### config.mk
export PLATFORM = sky130hd
export DESIGN_NAME = display_cmd_device_flat
export DESIGN_NICKNAME = d
export VERILOG_FILES = /design/src/rtl/display_cmd_pkg.sv /design/src/rtl/display_link_if.sv /design/src/rtl/display_cmd_device.sv /design/src/flat_wrapper.sv
export SDC_FILE = /design/constraint.sdc
export NUM_CORES = 1
export LEC_CHECK = 0
export BUFFER_PORTS_ARGS = -buffer_cell sky130_fd_sc_hd__buf_2
export CORE_ASPECT_RATIO = 1.2
export CORE_MARGIN = 3
export CORE_UTILIZATION = 40
export DETAILED_ROUTE_END_ITERATION = 7
export GPL_ROUTABILITY_DRIVEN = 0
export HOLD_SLACK_MARGIN = 0.15
export PLACE_DENSITY_LB_ADDON = 0.25
export REMOVE_ABC_BUFFERS = 1
export SLEW_MARGIN = 20
export SYNTH_ARGS = -nofsm -noshare
export SYNTH_HDL_FRONTEND = slang
export SYNTH_SLANG_ARGS = --single-unit
### constraint.sdc
create_clock -name ref_clk -period 6 [get_ports ref_clk]
set_input_delay 0.6 -clock ref_clk [delete_from_list [all_inputs] [get_ports ref_clk]]
set_output_delay 0.6 -clock ref_clk [all_outputs]
set_load 0.005 [all_outputs]
### src/rtl/display_cmd_pkg.sv
// constants and types shared by the display command decoder and its host end
// assumes one 25 MHz clock shared by both ends and a byte stream between them
package display_cmd_pkg;

	// ----------------------------------------------------------------
	// command codes
	// ----------------------------------------------------------------
	localparam logic [7:0] CODE_ESC = 8'h1b;
	localparam logic [7:0] CODE_CURSOR = 8'h10;
	localparam logic [7:0] CODE_WRMODE = 8'h1a;
	localparam logic [7:0] CODE_AREA = 8'h1f;
	localparam logic [7:0] CODE_CHAR_MIN = 8'h20;
	localparam logic [7:0] SUB_WIN1 = 8'h80;
	localparam logic [7:0] SUB_WIN2 = 8'h81;
	localparam logic [7:0] SUB_PATDATA = 8'h8e;
	localparam logic [7:0] SUB_PATOPT = 8'h8f;
	localparam logic [7:0] SUB_SCROLL = 8'h90;
	localparam logic [7:0] SUB_SPEED = 8'h91;
	localparam logic [7:0] SUB_FONT = 8'h98;
	localparam logic [7:0] SUB_LINE = 8'h9a;
	localparam logic [7:0] SUB_FADE = 8'h9c;
	localparam logic [7:0] SUB_DELAY = 8'h9f;
	localparam logic [7:0] TXT_END = 8'h00;
	localparam logic [7:0] TXT_CR = 8'h0d;
	localparam logic [7:0] DLY_SCAN = 8'h00;
	localparam logic [7:0] DLY_MAX = 8'hf0;
	localparam logic [7:0] DLY_SCROLL = 8'hf8;
	localparam logic [7:0] DLY_FLASH1 = 8'hfa;
	localparam logic [7:0] DLY_FLASH2 = 8'hfb;
	localparam logic [7:0] DLY_WIPE1 = 8'hfc;
	localparam logic [7:0] DLY_WIPE2 = 8'hfd;

	// ----------------------------------------------------------------
	// counts and reset values
	// ----------------------------------------------------------------
	localparam logic [4:0] PAT_LAST = 5'd31;
	localparam logic [3:0] MAX_ROWS = 4'd8;
	localparam logic [7:0] SPEED_DEFAULT = 8'h02;
	localparam logic [7:0] SPEED_VERT_MAX = 8'h04;
	localparam logic [2:0] FONT_DEFAULT = 3'd2;
	localparam logic [3:0] GAP_DEFAULT = 4'd1;
	localparam logic [3:0] GAP_MAX = 4'd8;
	localparam logic [2:0] FADE_DEFAULT = 3'b111;
	localparam int MACRO_COUNT = 8;
	localparam logic [2:0] MACRO_BOOT = 3'd0;
	localparam int CLK_HZ = 25000000;
	localparam int DELAY_UNIT_MS = 10;
	localparam int DELAY_TICK_CYC = CLK_HZ / 1000 * DELAY_UNIT_MS;

	// ----------------------------------------------------------------
	// host register map
	// ----------------------------------------------------------------
	localparam logic [7:0] ADDR_TXDATA = 8'h00;
	localparam logic [7:0] ADDR_STATUS = 8'h04;
	localparam logic [1:0] RESP_OKAY = 2'b00;
	localparam logic [1:0] RESP_SLVERR = 2'b10;

	// ----------------------------------------------------------------
	// types
	// ----------------------------------------------------------------
	typedef enum logic [3:0] {
		EV_CHAR, EV_PAT, EV_SCROLL_BYTE, EV_SCROLL_NL, EV_SCROLL_END,
		EV_LINE, EV_FADE, EV_AREA, EV_MACRO
	} evt_kind_t;

	typedef struct packed {
		evt_kind_t kind;
		logic win;
		logic [7:0] data;
		logic [7:0] aux;
		logic [7:0] x;
		logic [7:0] y;
	} evt_t;

	typedef struct packed {
		logic winSel;
		logic [1:0][3:0] patOpt;
		logic scrollPad;
		logic scrollKeep;
		logic [1:0] scrollDir;
		logic [7:0] scrollRepeat;
		logic [7:0] scrollSpeed;
		logic [2:0] fontSel;
		logic fontProp;
		logic [3:0] fontGap;
		logic [2:0] fadeLevel;
		logic [1:0] fadeSpeed;
		logic [1:0] writeMerge;
		logic horizFmt;
		logic cursorVert;
	} cfg_t;

endpackage

### src/rtl/display_link_if.sv
// byte link between the host end and the command decoder
// assumes both ends run on the same clock
`timescale 1ns/1ns
interface display_link_if;
	logic byteValid;
	logic [7:0] byteData;
	logic byteReady;
	logic cursorEnd;

	modport device(
		input byteValid,
		input byteData,
		output byteReady,
		output cursorEnd
	);

	modport host(
		output byteValid,
		output byteData,
		input byteReady,
		input cursorEnd
	);
endinterface

### src/rtl/display_cmd_device.sv
// device end: decodes the command byte stream into settings and events
// assumes drawing engines on the user side take events and report status
//
// Decided for this implementation: the placing of the registers and the AXI4-Lite interface to the registers.
`timescale 1ns/1ns
module display_cmd_device #(
	parameter int TICK_CYC = display_cmd_pkg::DELAY_TICK_CYC
)(
	input wire logic ref_clk,
	input wire logic rstn,
	display_link_if.device link,
	input wire logic [3:0] glyphWidth,
	input wire logic scanDone,
	input wire logic scrollDone,
	input wire logic [1:0] flashBusy,
	input wire logic [1:0] flashInf,
	input wire logic [1:0] wipeBusy,
	output display_cmd_pkg::cfg_t cfg,
	output display_cmd_pkg::evt_t evt,
	output logic evtValid,
	output logic [7:0] cursorX,
	output logic [7:0] cursorY
);
	typedef enum logic [3:0] {
		ST_IDLE, ST_ESC, ST_ARG, ST_PAT, ST_SCR_MODE, ST_SCR_REP, ST_SCR_TEXT,
		ST_LINE_X, ST_LINE_Y, ST_CUR_X, ST_CUR_Y, ST_WMODE, ST_AREA_CO,
		ST_AREA_DATA, ST_DELAY
	} state_t;

	state_t state_q;
	display_cmd_pkg::cfg_t cfg_q;
	display_cmd_pkg::evt_t evt_q;
	logic evtValid_q, ready_q, boot_q, endFlag_q, scrollAct_q;
	logic [7:0] sub_q, curX_q, curY_q, argX_q, dlyArg_q, periods_q, ax_q, ay_q;
	logic [4:0] patIdx_q;
	logic [3:0] rows_q;
	logic [1:0] coIdx_q;
	logic [3:0][7:0] co_q;
	logic [31:0] tick_q;
	logic take, dlyDone, areaLast;
	logic [7:0] b, rem, mask;
	logic [8:0] adv, step;

	assign cfg = cfg_q;
	assign evt = evt_q;
	assign evtValid = evtValid_q;
	assign cursorX = curX_q;
	assign cursorY = curY_q;
	assign link.byteReady = ready_q;
	assign link.cursorEnd = endFlag_q;
	assign b = link.byteData;
	assign take = link.byteValid && ready_q;

	// ----------------------------------------------------------------
	// area geometry and character advance
	// ----------------------------------------------------------------
	always_comb
	begin
		rem = cfg_q.horizFmt ? co_q[2] - ax_q : co_q[3] - ay_q;
		mask = (rem >= 8'd7) ? 8'hff : ~(8'hff >> (rem + 8'd1));
		step = cfg_q.horizFmt ? {1'b0, ax_q} + 9'd8 : {1'b0, ay_q} + 9'd8;
		areaLast = cfg_q.horizFmt ? (step > {1'b0, co_q[2]} && ay_q == co_q[3])
			: (step > {1'b0, co_q[3]} && ax_q == co_q[2]);
		adv = {1'b0, curX_q} + {5'd0, glyphWidth} + {5'd0, cfg_q.fontGap};
	end

	// ----------------------------------------------------------------
	// delay completion
	// ----------------------------------------------------------------
	always_comb
	begin
		unique case (dlyArg_q)
			display_cmd_pkg::DLY_SCAN: dlyDone = scanDone;
			display_cmd_pkg::DLY_SCROLL: dlyDone = !scrollAct_q
				|| cfg_q.scrollRepeat == 8'h00;
			display_cmd_pkg::DLY_FLASH1: dlyDone = !flashBusy[0] || flashInf[0];
			display_cmd_pkg::DLY_FLASH2: dlyDone = !flashBusy[1] || flashInf[1];
			display_cmd_pkg::DLY_WIPE1: dlyDone = !wipeBusy[0];
			display_cmd_pkg::DLY_WIPE2: dlyDone = !wipeBusy[1];
			default: dlyDone = (dlyArg_q > display_cmd_pkg::DLY_MAX)
				|| (periods_q == dlyArg_q);
		endcase
	end

	always_ff @(posedge ref_clk)
	begin
		if (!rstn || state_q != ST_DELAY)
		begin
			tick_q <= 32'd0;
			periods_q <= 8'h00;
		end
		else if (tick_q == 32'(TICK_CYC - 1))
		begin
			tick_q <= 32'd0;
			periods_q <= periods_q + 8'd1;
		end
		else
			tick_q <= tick_q + 32'd1;
	end

	// ----------------------------------------------------------------
	// scroll activity, a new message wins over the engine's done pulse
	// ----------------------------------------------------------------
	always_ff @(posedge ref_clk)
	begin
		if (!rstn)
			scrollAct_q <= 1'b0;
		else if (take && state_q == ST_SCR_TEXT && b == display_cmd_pkg::TXT_END)
			scrollAct_q <= 1'b1;
		else if (scrollDone)
			scrollAct_q <= 1'b0;
	end

	// ----------------------------------------------------------------
	// decoder
	// ----------------------------------------------------------------
	always_ff @(posedge ref_clk)
	begin
		if (!rstn)
		begin
			state_q <= ST_IDLE;
			ready_q <= 1'b0;
			boot_q <= 1'b1;
			endFlag_q <= 1'b0;
			evtValid_q <= 1'b0;
			evt_q <= '0;
			cfg_q <= '0;
			cfg_q.scrollSpeed <= display_cmd_pkg::SPEED_DEFAULT;
			cfg_q.fontSel <= display_cmd_pkg::FONT_DEFAULT;
			cfg_q.fontProp <= 1'b1;
			cfg_q.fontGap <= display_cmd_pkg::GAP_DEFAULT;
			cfg_q.fadeLevel <= display_cmd_pkg::FADE_DEFAULT;
			sub_q <= 8'h00;
			curX_q <= 8'h00;
			curY_q <= 8'h00;
			argX_q <= 8'h00;
			dlyArg_q <= 8'h00;
			ax_q <= 8'h00;
			ay_q <= 8'h00;
			patIdx_q <= 5'd0;
			rows_q <= 4'd1;
			coIdx_q <= 2'd0;
			co_q <= '0;
		end
		else
		begin
			evtValid_q <= 1'b0;
			evt_q.win <= cfg_q.winSel;
			evt_q.x <= curX_q;
			evt_q.y <= curY_q;
			evt_q.data <= b;
			if (boot_q)
			begin
				boot_q <= 1'b0;
				ready_q <= 1'b1;
				evtValid_q <= 1'b1;
				evt_q.kind <= display_cmd_pkg::EV_MACRO;
				evt_q.aux <= {5'd0, display_cmd_pkg::MACRO_BOOT};
			end
			else if (state_q == ST_DELAY)
			begin
				if (dlyDone)
				begin
					state_q <= ST_IDLE;
					ready_q <= 1'b1;
				end
			end
			else if (take)
			begin
				unique case (state_q)
					ST_IDLE:
					begin
						if (b == display_cmd_pkg::CODE_ESC)
							state_q <= ST_ESC;
						else if (b == display_cmd_pkg::CODE_CURSOR)
							state_q <= ST_CUR_X;
						else if (b == display_cmd_pkg::CODE_WRMODE)
							state_q <= ST_WMODE;
						else if (b == display_cmd_pkg::CODE_AREA)
						begin
							state_q <= ST_AREA_CO;
							coIdx_q <= 2'd0;
						end
						else if (b >= display_cmd_pkg::CODE_CHAR_MIN)
						begin
							evtValid_q <= 1'b1;
							evt_q.kind <= display_cmd_pkg::EV_CHAR;
							curX_q <= adv[8] ? 8'hff : adv[7:0];
							endFlag_q <= adv[8];
						end
					end
					ST_ESC:
					begin
						sub_q <= b;
						patIdx_q <= 5'd0;
						unique case (b)
							display_cmd_pkg::SUB_WIN1: state_q <= ST_IDLE;
							display_cmd_pkg::SUB_WIN2: state_q <= ST_IDLE;
							display_cmd_pkg::SUB_PATDATA: state_q <= ST_PAT;
							display_cmd_pkg::SUB_SCROLL: state_q <= ST_SCR_MODE;
							display_cmd_pkg::SUB_LINE: state_q <= ST_LINE_X;
							display_cmd_pkg::SUB_PATOPT, display_cmd_pkg::SUB_SPEED,
							display_cmd_pkg::SUB_FONT, display_cmd_pkg::SUB_FADE,
							display_cmd_pkg::SUB_DELAY: state_q <= ST_ARG;
							default: state_q <= ST_IDLE;
						endcase
						if (b == display_cmd_pkg::SUB_WIN1 || b == display_cmd_pkg::SUB_WIN2)
							cfg_q.winSel <= b[0];
					end
					ST_ARG:
					begin
						state_q <= ST_IDLE;
						unique case (sub_q)
							display_cmd_pkg::SUB_PATOPT:
								cfg_q.patOpt[cfg_q.winSel] <= b[3:0];
							display_cmd_pkg::SUB_SPEED:
								cfg_q.scrollSpeed <= (!cfg_q.scrollDir[1]
									&& b > display_cmd_pkg::SPEED_VERT_MAX)
									? display_cmd_pkg::SPEED_VERT_MAX : b;
							display_cmd_pkg::SUB_FONT:
							begin
								cfg_q.fontSel <= b[2:0];
								cfg_q.fontProp <= b[3];
								cfg_q.fontGap <= (b[6:4] == 3'd0) ? display_cmd_pkg::GAP_MAX
									: {1'b0, b[6:4]};
							end
							display_cmd_pkg::SUB_FADE:
							begin
								cfg_q.fadeLevel <= b[2:0];
								cfg_q.fadeSpeed <= b[5:4];
								evtValid_q <= 1'b1;
								evt_q.kind <= display_cmd_pkg::EV_FADE;
							end
							default:
							begin
								dlyArg_q <= b;
								ready_q <= 1'b0;
								state_q <= ST_DELAY;
							end
						endcase
					end
					ST_PAT:
					begin
						evtValid_q <= 1'b1;
						evt_q.kind <= display_cmd_pkg::EV_PAT;
						evt_q.aux <= {3'd0, patIdx_q};
						patIdx_q <= patIdx_q + 5'd1;
						if (patIdx_q == display_cmd_pkg::PAT_LAST)
							state_q <= ST_IDLE;
					end
					ST_SCR_MODE:
					begin
						cfg_q.scrollPad <= b[5];
						cfg_q.scrollKeep <= b[4];
						cfg_q.scrollDir <= b[1:0];
						state_q <= ST_SCR_REP;
					end
					ST_SCR_REP:
					begin
						cfg_q.scrollRepeat <= b;
						rows_q <= 4'd1;
						state_q <= ST_SCR_TEXT;
					end
					ST_SCR_TEXT:
					begin
						if (b == display_cmd_pkg::TXT_END)
						begin
							evtValid_q <= 1'b1;
							evt_q.kind <= display_cmd_pkg::EV_SCROLL_END;
							state_q <= ST_IDLE;
						end
						else if (b == display_cmd_pkg::TXT_CR)
						begin
							if (!(cfg_q.scrollDir[1] && rows_q == display_cmd_pkg::MAX_ROWS))
							begin
								rows_q <= rows_q + 4'd1;
								evtValid_q <= 1'b1;
								evt_q.kind <= display_cmd_pkg::EV_SCROLL_NL;
							end
						end
						else
						begin
							evtValid_q <= 1'b1;
							evt_q.kind <= display_cmd_pkg::EV_SCROLL_BYTE;
						end
					end
					ST_LINE_X:
					begin
						argX_q <= b;
						state_q <= ST_LINE_Y;
					end
					ST_LINE_Y:
					begin
						evtValid_q <= 1'b1;
						evt_q.kind <= display_cmd_pkg::EV_LINE;
						evt_q.data <= argX_q;
						evt_q.aux <= b;
						curX_q <= argX_q;
						curY_q <= b;
						state_q <= ST_IDLE;
					end
					ST_CUR_X:
					begin
						argX_q <= b;
						state_q <= ST_CUR_Y;
					end
					ST_CUR_Y:
					begin
						curX_q <= argX_q;
						curY_q <= b;
						endFlag_q <= 1'b0;
						state_q <= ST_IDLE;
					end
					ST_WMODE:
					begin
						cfg_q.writeMerge <= b[1:0];
						cfg_q.cursorVert <= b[2];
						cfg_q.horizFmt <= b[6];
						state_q <= ST_IDLE;
					end
					ST_AREA_CO:
					begin
						co_q[coIdx_q] <= b;
						coIdx_q <= coIdx_q + 2'd1;
						if (coIdx_q == 2'd3)
						begin
							ax_q <= co_q[0];
							ay_q <= co_q[1];
							state_q <= ST_AREA_DATA;
						end
					end
					ST_AREA_DATA:
					begin
						evtValid_q <= 1'b1;
						evt_q.kind <= display_cmd_pkg::EV_AREA;
						evt_q.x <= ax_q;
						evt_q.y <= ay_q;
						evt_q.aux <= mask;
						if (areaLast)
							state_q <= ST_IDLE;
						else if (cfg_q.horizFmt)
						begin
							if (step > {1'b0, co_q[2]})
							begin
								ax_q <= co_q[0];
								ay_q <= ay_q + 8'd1;
							end
							else
								ax_q <= step[7:0];
						end
						else if (step > {1'b0, co_q[3]})
						begin
							ay_q <= co_q[1];
							ax_q <= ax_q + 8'd1;
						end
						else
							ay_q <= step[7:0];
					end
					default: state_q <= ST_IDLE;
				endcase
			end
		end
	end
endmodule

### src/flat_wrapper.sv
// flat-port wrapper written by rule: the top's interface ports become plain ports
module display_cmd_device_flat 
#(
	parameter int TICK_CYC = display_cmd_pkg::DELAY_TICK_CYC
)
  (ref_clk, rstn, glyphWidth, scanDone, scrollDone, flashBusy, flashInf, wipeBusy, cfg, evt, evtValid, cursorX, cursorY, link_byteValid, link_byteData, link_byteReady, link_cursorEnd);
  display_link_if link_i ();
  input wire logic ref_clk;
  input wire logic rstn;
  input wire logic [3:0] glyphWidth;
  input wire logic scanDone;
  input wire logic scrollDone;
  input wire logic [1:0] flashBusy;
  input wire logic [1:0] flashInf;
  input wire logic [1:0] wipeBusy;
  output display_cmd_pkg::cfg_t cfg;
  output display_cmd_pkg::evt_t evt;
  output logic evtValid;
  output logic [7:0] cursorX;
  output logic [7:0] cursorY;
  input wire logic [$bits(link_i.byteValid)-1:0] link_byteValid;
  input wire logic [$bits(link_i.byteData)-1:0] link_byteData;
  output wire logic [$bits(link_i.byteReady)-1:0] link_byteReady;
  output wire logic [$bits(link_i.cursorEnd)-1:0] link_cursorEnd;
  assign link_i.byteValid = link_byteValid;
  assign link_i.byteData = link_byteData;
  assign link_byteReady = link_i.byteReady;
  assign link_cursorEnd = link_i.cursorEnd;
  display_cmd_device #(.TICK_CYC(TICK_CYC)) u_core (.ref_clk(ref_clk), .rstn(rstn), .link(link_i), .glyphWidth(glyphWidth), .scanDone(scanDone), .scrollDone(scrollDone), .flashBusy(flashBusy), .flashInf(flashInf), .wipeBusy(wipeBusy), .cfg(cfg), .evt(evt), .evtValid(evtValid), .cursorX(cursorX), .cursorY(cursorY));
endmodule
==> flow_metrics.tcl <==
set metrics [dict create \
    status "completed" \
    clock_path_buffers 3 \
    synthCells 1585 \
    worst_clock_skew_ns 0.02381 \
    crit_path_max_incr_delay_ns 0.52 \
    async_reset_ff_frac 0 \
    grt_max_degree 84 \
    wl_per_cell_um 18.12 \
    min_path_cells 3 \
    hold_buffers 0 \
    path_clk_slew_ns 0.06 \
    antenna_found_initial 0 \
    portBuffers 124 \
    powerDensity_nw_per_um2 226.0 \
    clock-sinks 231 \
    via_per_inst 5.622 \
    reg2reg_from "u_core.cfg[1]" \
    use_met1 0.2746 \
    rsz0062_at_grt "false" \
    vias 11590 \
    core_area_um2 30650 \
    ant_nets 0 \
    grt_pass1_vias 11160 \
    worstHoldStart "scrollDone" \
    met2_usage 0.3850 \
    r2r-end "u_core.ay_q[1]" \
    synth_edf_count 0 \
    grt_pass1_wl_um 60060 \
    crit_path_max_fanout 43 \
    finalSetupViolCount 0 \
    dieHeight_um 199.9 \
    use_met3 0.02836 \
    yosysUniqueCellTypes 84 \
    start_util 0.4089 \
    most-common-layout-cells "dfxtp_1 (231), nand2_1 (188), nor2_1 (186), a21oi_1 (160), buf_2 (124)" \
    hold_end "u_core.scrollAct_q" \
    synthFlopType "dfxtp_1" \
    hold_class "in -> reg" \
    gr-total-overflow 0 \
    cpLargestDelayFamily "compound AO/OA/AOI/OAI gates" \
    total_power_uw 3195 \
    tns_ns 0 \
    diodes 0 \
    placed_area_um2 13310 \
    period_share 0.7064 \
    insertion_delay_ns 0.54 \
    hold_viol 0 \
    worstPathArrival_ns 4.65 \
    crit_required_ns 6.41 \
    dp.final_hpwl_um 26060 \
    top_usage_layer "met2" \
    critical-path-slowest-cell "a21oi_2" \
    drt_iter0_markers 960 \
    drt_pass1_iterations 6 \
    track_usage 0.2169 \
    slew_headroom 0.3123 \
    vdd_drop_max_mv 0.1778 \
    cts_tree "done" \
    cts_made_buffers 25 \
    fmax_mhz 235.9 \
    leakage_uw 0.005363 \
    drc 0 \
    crit_path_end_kind "register" \
    seq_area_frac_synth 0.3689 \
    drive_gt1_frac 0.1225 \
    reg2reg_slack_ns 1.76 \
    io_pins 125 \
    r2r_cells 17 \
    critPathKind "reg -> reg" \
    dieArea_um2 33510 \
    finalCriticalPeriod_ns 4.238 \
    nets 1725 \
    rows 70 \
    synthesis.area_um2 12540 \
    drv_slew 0 \
    ys_ff_latch 231 \
    yosysWarnings 0 \
    routed_wl_um 37350 \
    crit_chain "buf_4, nand2_1, a21boi_0, inv_1, ha_1, nand4_1, o31ai_1, xnor2_1, ha_1, nand4_1, o22a_1, o21ai_0, buf_4, and3_1, a21oi_2, o211ai_1, o211a_1" \
    final_common_cell "dfxtp_1" \
    post_cts_resized 0 \
    cp-start-kind "register" \
    cap_violations 0 \
    die_w_um 167.6 \
    cts_setup_buffers 0 \
    cts-root-buf "clkbuf_16" \
    cts_max_level 1 \
    fill_cells 3118 \
    area_growth_pct 12.79 \
    cp_num_buf_inv 3 \
    final_area_um2 14140 \
    worst_slew_pin_slew_ns 1.030 \
    syn_avg_cell_area_um2 7.909 \
]
cells in the mapped netlist (all sizes together) (6+ instances only):
cell type	count	area (µm²)
a211oi	19	142.6
a21o	8	60.06
a21oi	162	818.3
a22oi	11	82.58
a31oi	9	56.30
and3	14	87.58
buf	34	172.7
clkbuf	65	247.7
dfxtp	231	4624
fa	7	140.1
ha	48	600.6
inv	63	236.5
mux2i	48	480.5
nand2	189	711.9
nand2b	15	93.84
nand3	97	490.5
nand4	40	250.2
nor2	188	710.7
nor2b	9	56.30
nor3	31	197.7
nor3b	6	50.05
nor4	13	96.34
o211ai	15	112.6
o21a	9	67.56
o21ai	62	314.1
o221ai	7	61.31
o22ai	8	50.05
o31ai	6	45.04
or3	13	81.33
xnor2	40	350.3
xor2	31	271.5
layer usage:
layer  part of all wire  vias up  routed length (µm)
met3              0.052       74                1924
met2               0.48      321               18060
met1               0.43     5470               16250
met5                  0        -                   0
met4              0.030        0                1112
li1                   -     5721                   -
per-stage QoR:
stage | cells | util | setup slack, ns | hold WS, ns
final | 2061 | 0.4612 | 1.762 | 0.4162
after global routing | 2061 | 0.4612 | 1.348 | 0.4119
after CTS | 2061 | 0.4610 | 1.809 | 0.3992
after detailed placement | 2016 | 0.4342 | 1.848 | 0.4436
after global placement | 2016 | 0.4342 | 1.996 | 0.4383
after floorplan | 1486 | - | 1.503 | 0.4295
report_power, final:
group / total [µW] / switching (µW) / internal (µW)
logic: 118 / 87.1 / 30.8
clock network: 1530 / 646 / 885
registers: 1550 / 5.94 / 1540
total: 3200 / 739 / 2460
worst register-to-register path: stages, from the launching register on:
cell and delay [ns]:
dfxtp_1 0.31, buf_4 0.27, nand2_1 0.13, a21boi_0 0.42, inv_1 0.09, ha_1 0.25
nand4_1 0.10, o31ai_1 0.09, xnor2_1 0.46, ha_1 0.35, nand4_1 0.10, o22a_1 0.15
o21ai_0 0.08, buf_4 0.19, and3_1 0.25, a21oi_2 0.52, o211ai_1 0.18, o211a_1 0.17
worst max path at each step:
stage	start	to	cells past startpoint
after CTS	u_core.cfg[1]	u_core.ay_q[1]	15
after floorplan	u_core.cfg[1]	u_core.ay_q[0]	15
after global routing	u_core.cfg[1]	u_core.ay_q[1]	16
after global placement	u_core.cfg[1]	u_core.ay_q[1]	15
after detailed placement	u_core.cfg[1]	u_core.ay_q[1]	15
final	u_core.cfg[1]	u_core.ay_q[1]	17
sequential cells by signal, indices dropped and copies added, names as in the netlist, 32 cells and up:
signal and count:
u_core.co_q 32, u_core.tick_q 32, u_core.cfg 46, u_core.evt 37
logic make-up after synthesis:
family,count (synthesis),synth area share
muxes,49,0.03923
adders and majority gates,55,0.05909
buffers and inverters,162,0.05240
xor gates and xnor gates,71,0.04961
DFF,231,0.3689
AOI/OAI and AO/OA,362,0.1783
and+or+nand+nor,655,0.2525
layout make-up:
class | count | area, µm² | share of cell area
multi-input cells | 1192 | 7261 | 0.5135
repair buffers | 134 | 695.7 | 0.04920
inverters | 63 | 239.0 | 0.01690
flip-flops and latches | 231 | 4624 | 0.3271
clock buffers | 32 | 711.9 | 0.05035
clock inverters | 13 | 111.4 | 0.007876
well taps | 396 | 495.5 | 0.03504
No activity file was read; power rests on OpenSTA's default activity.
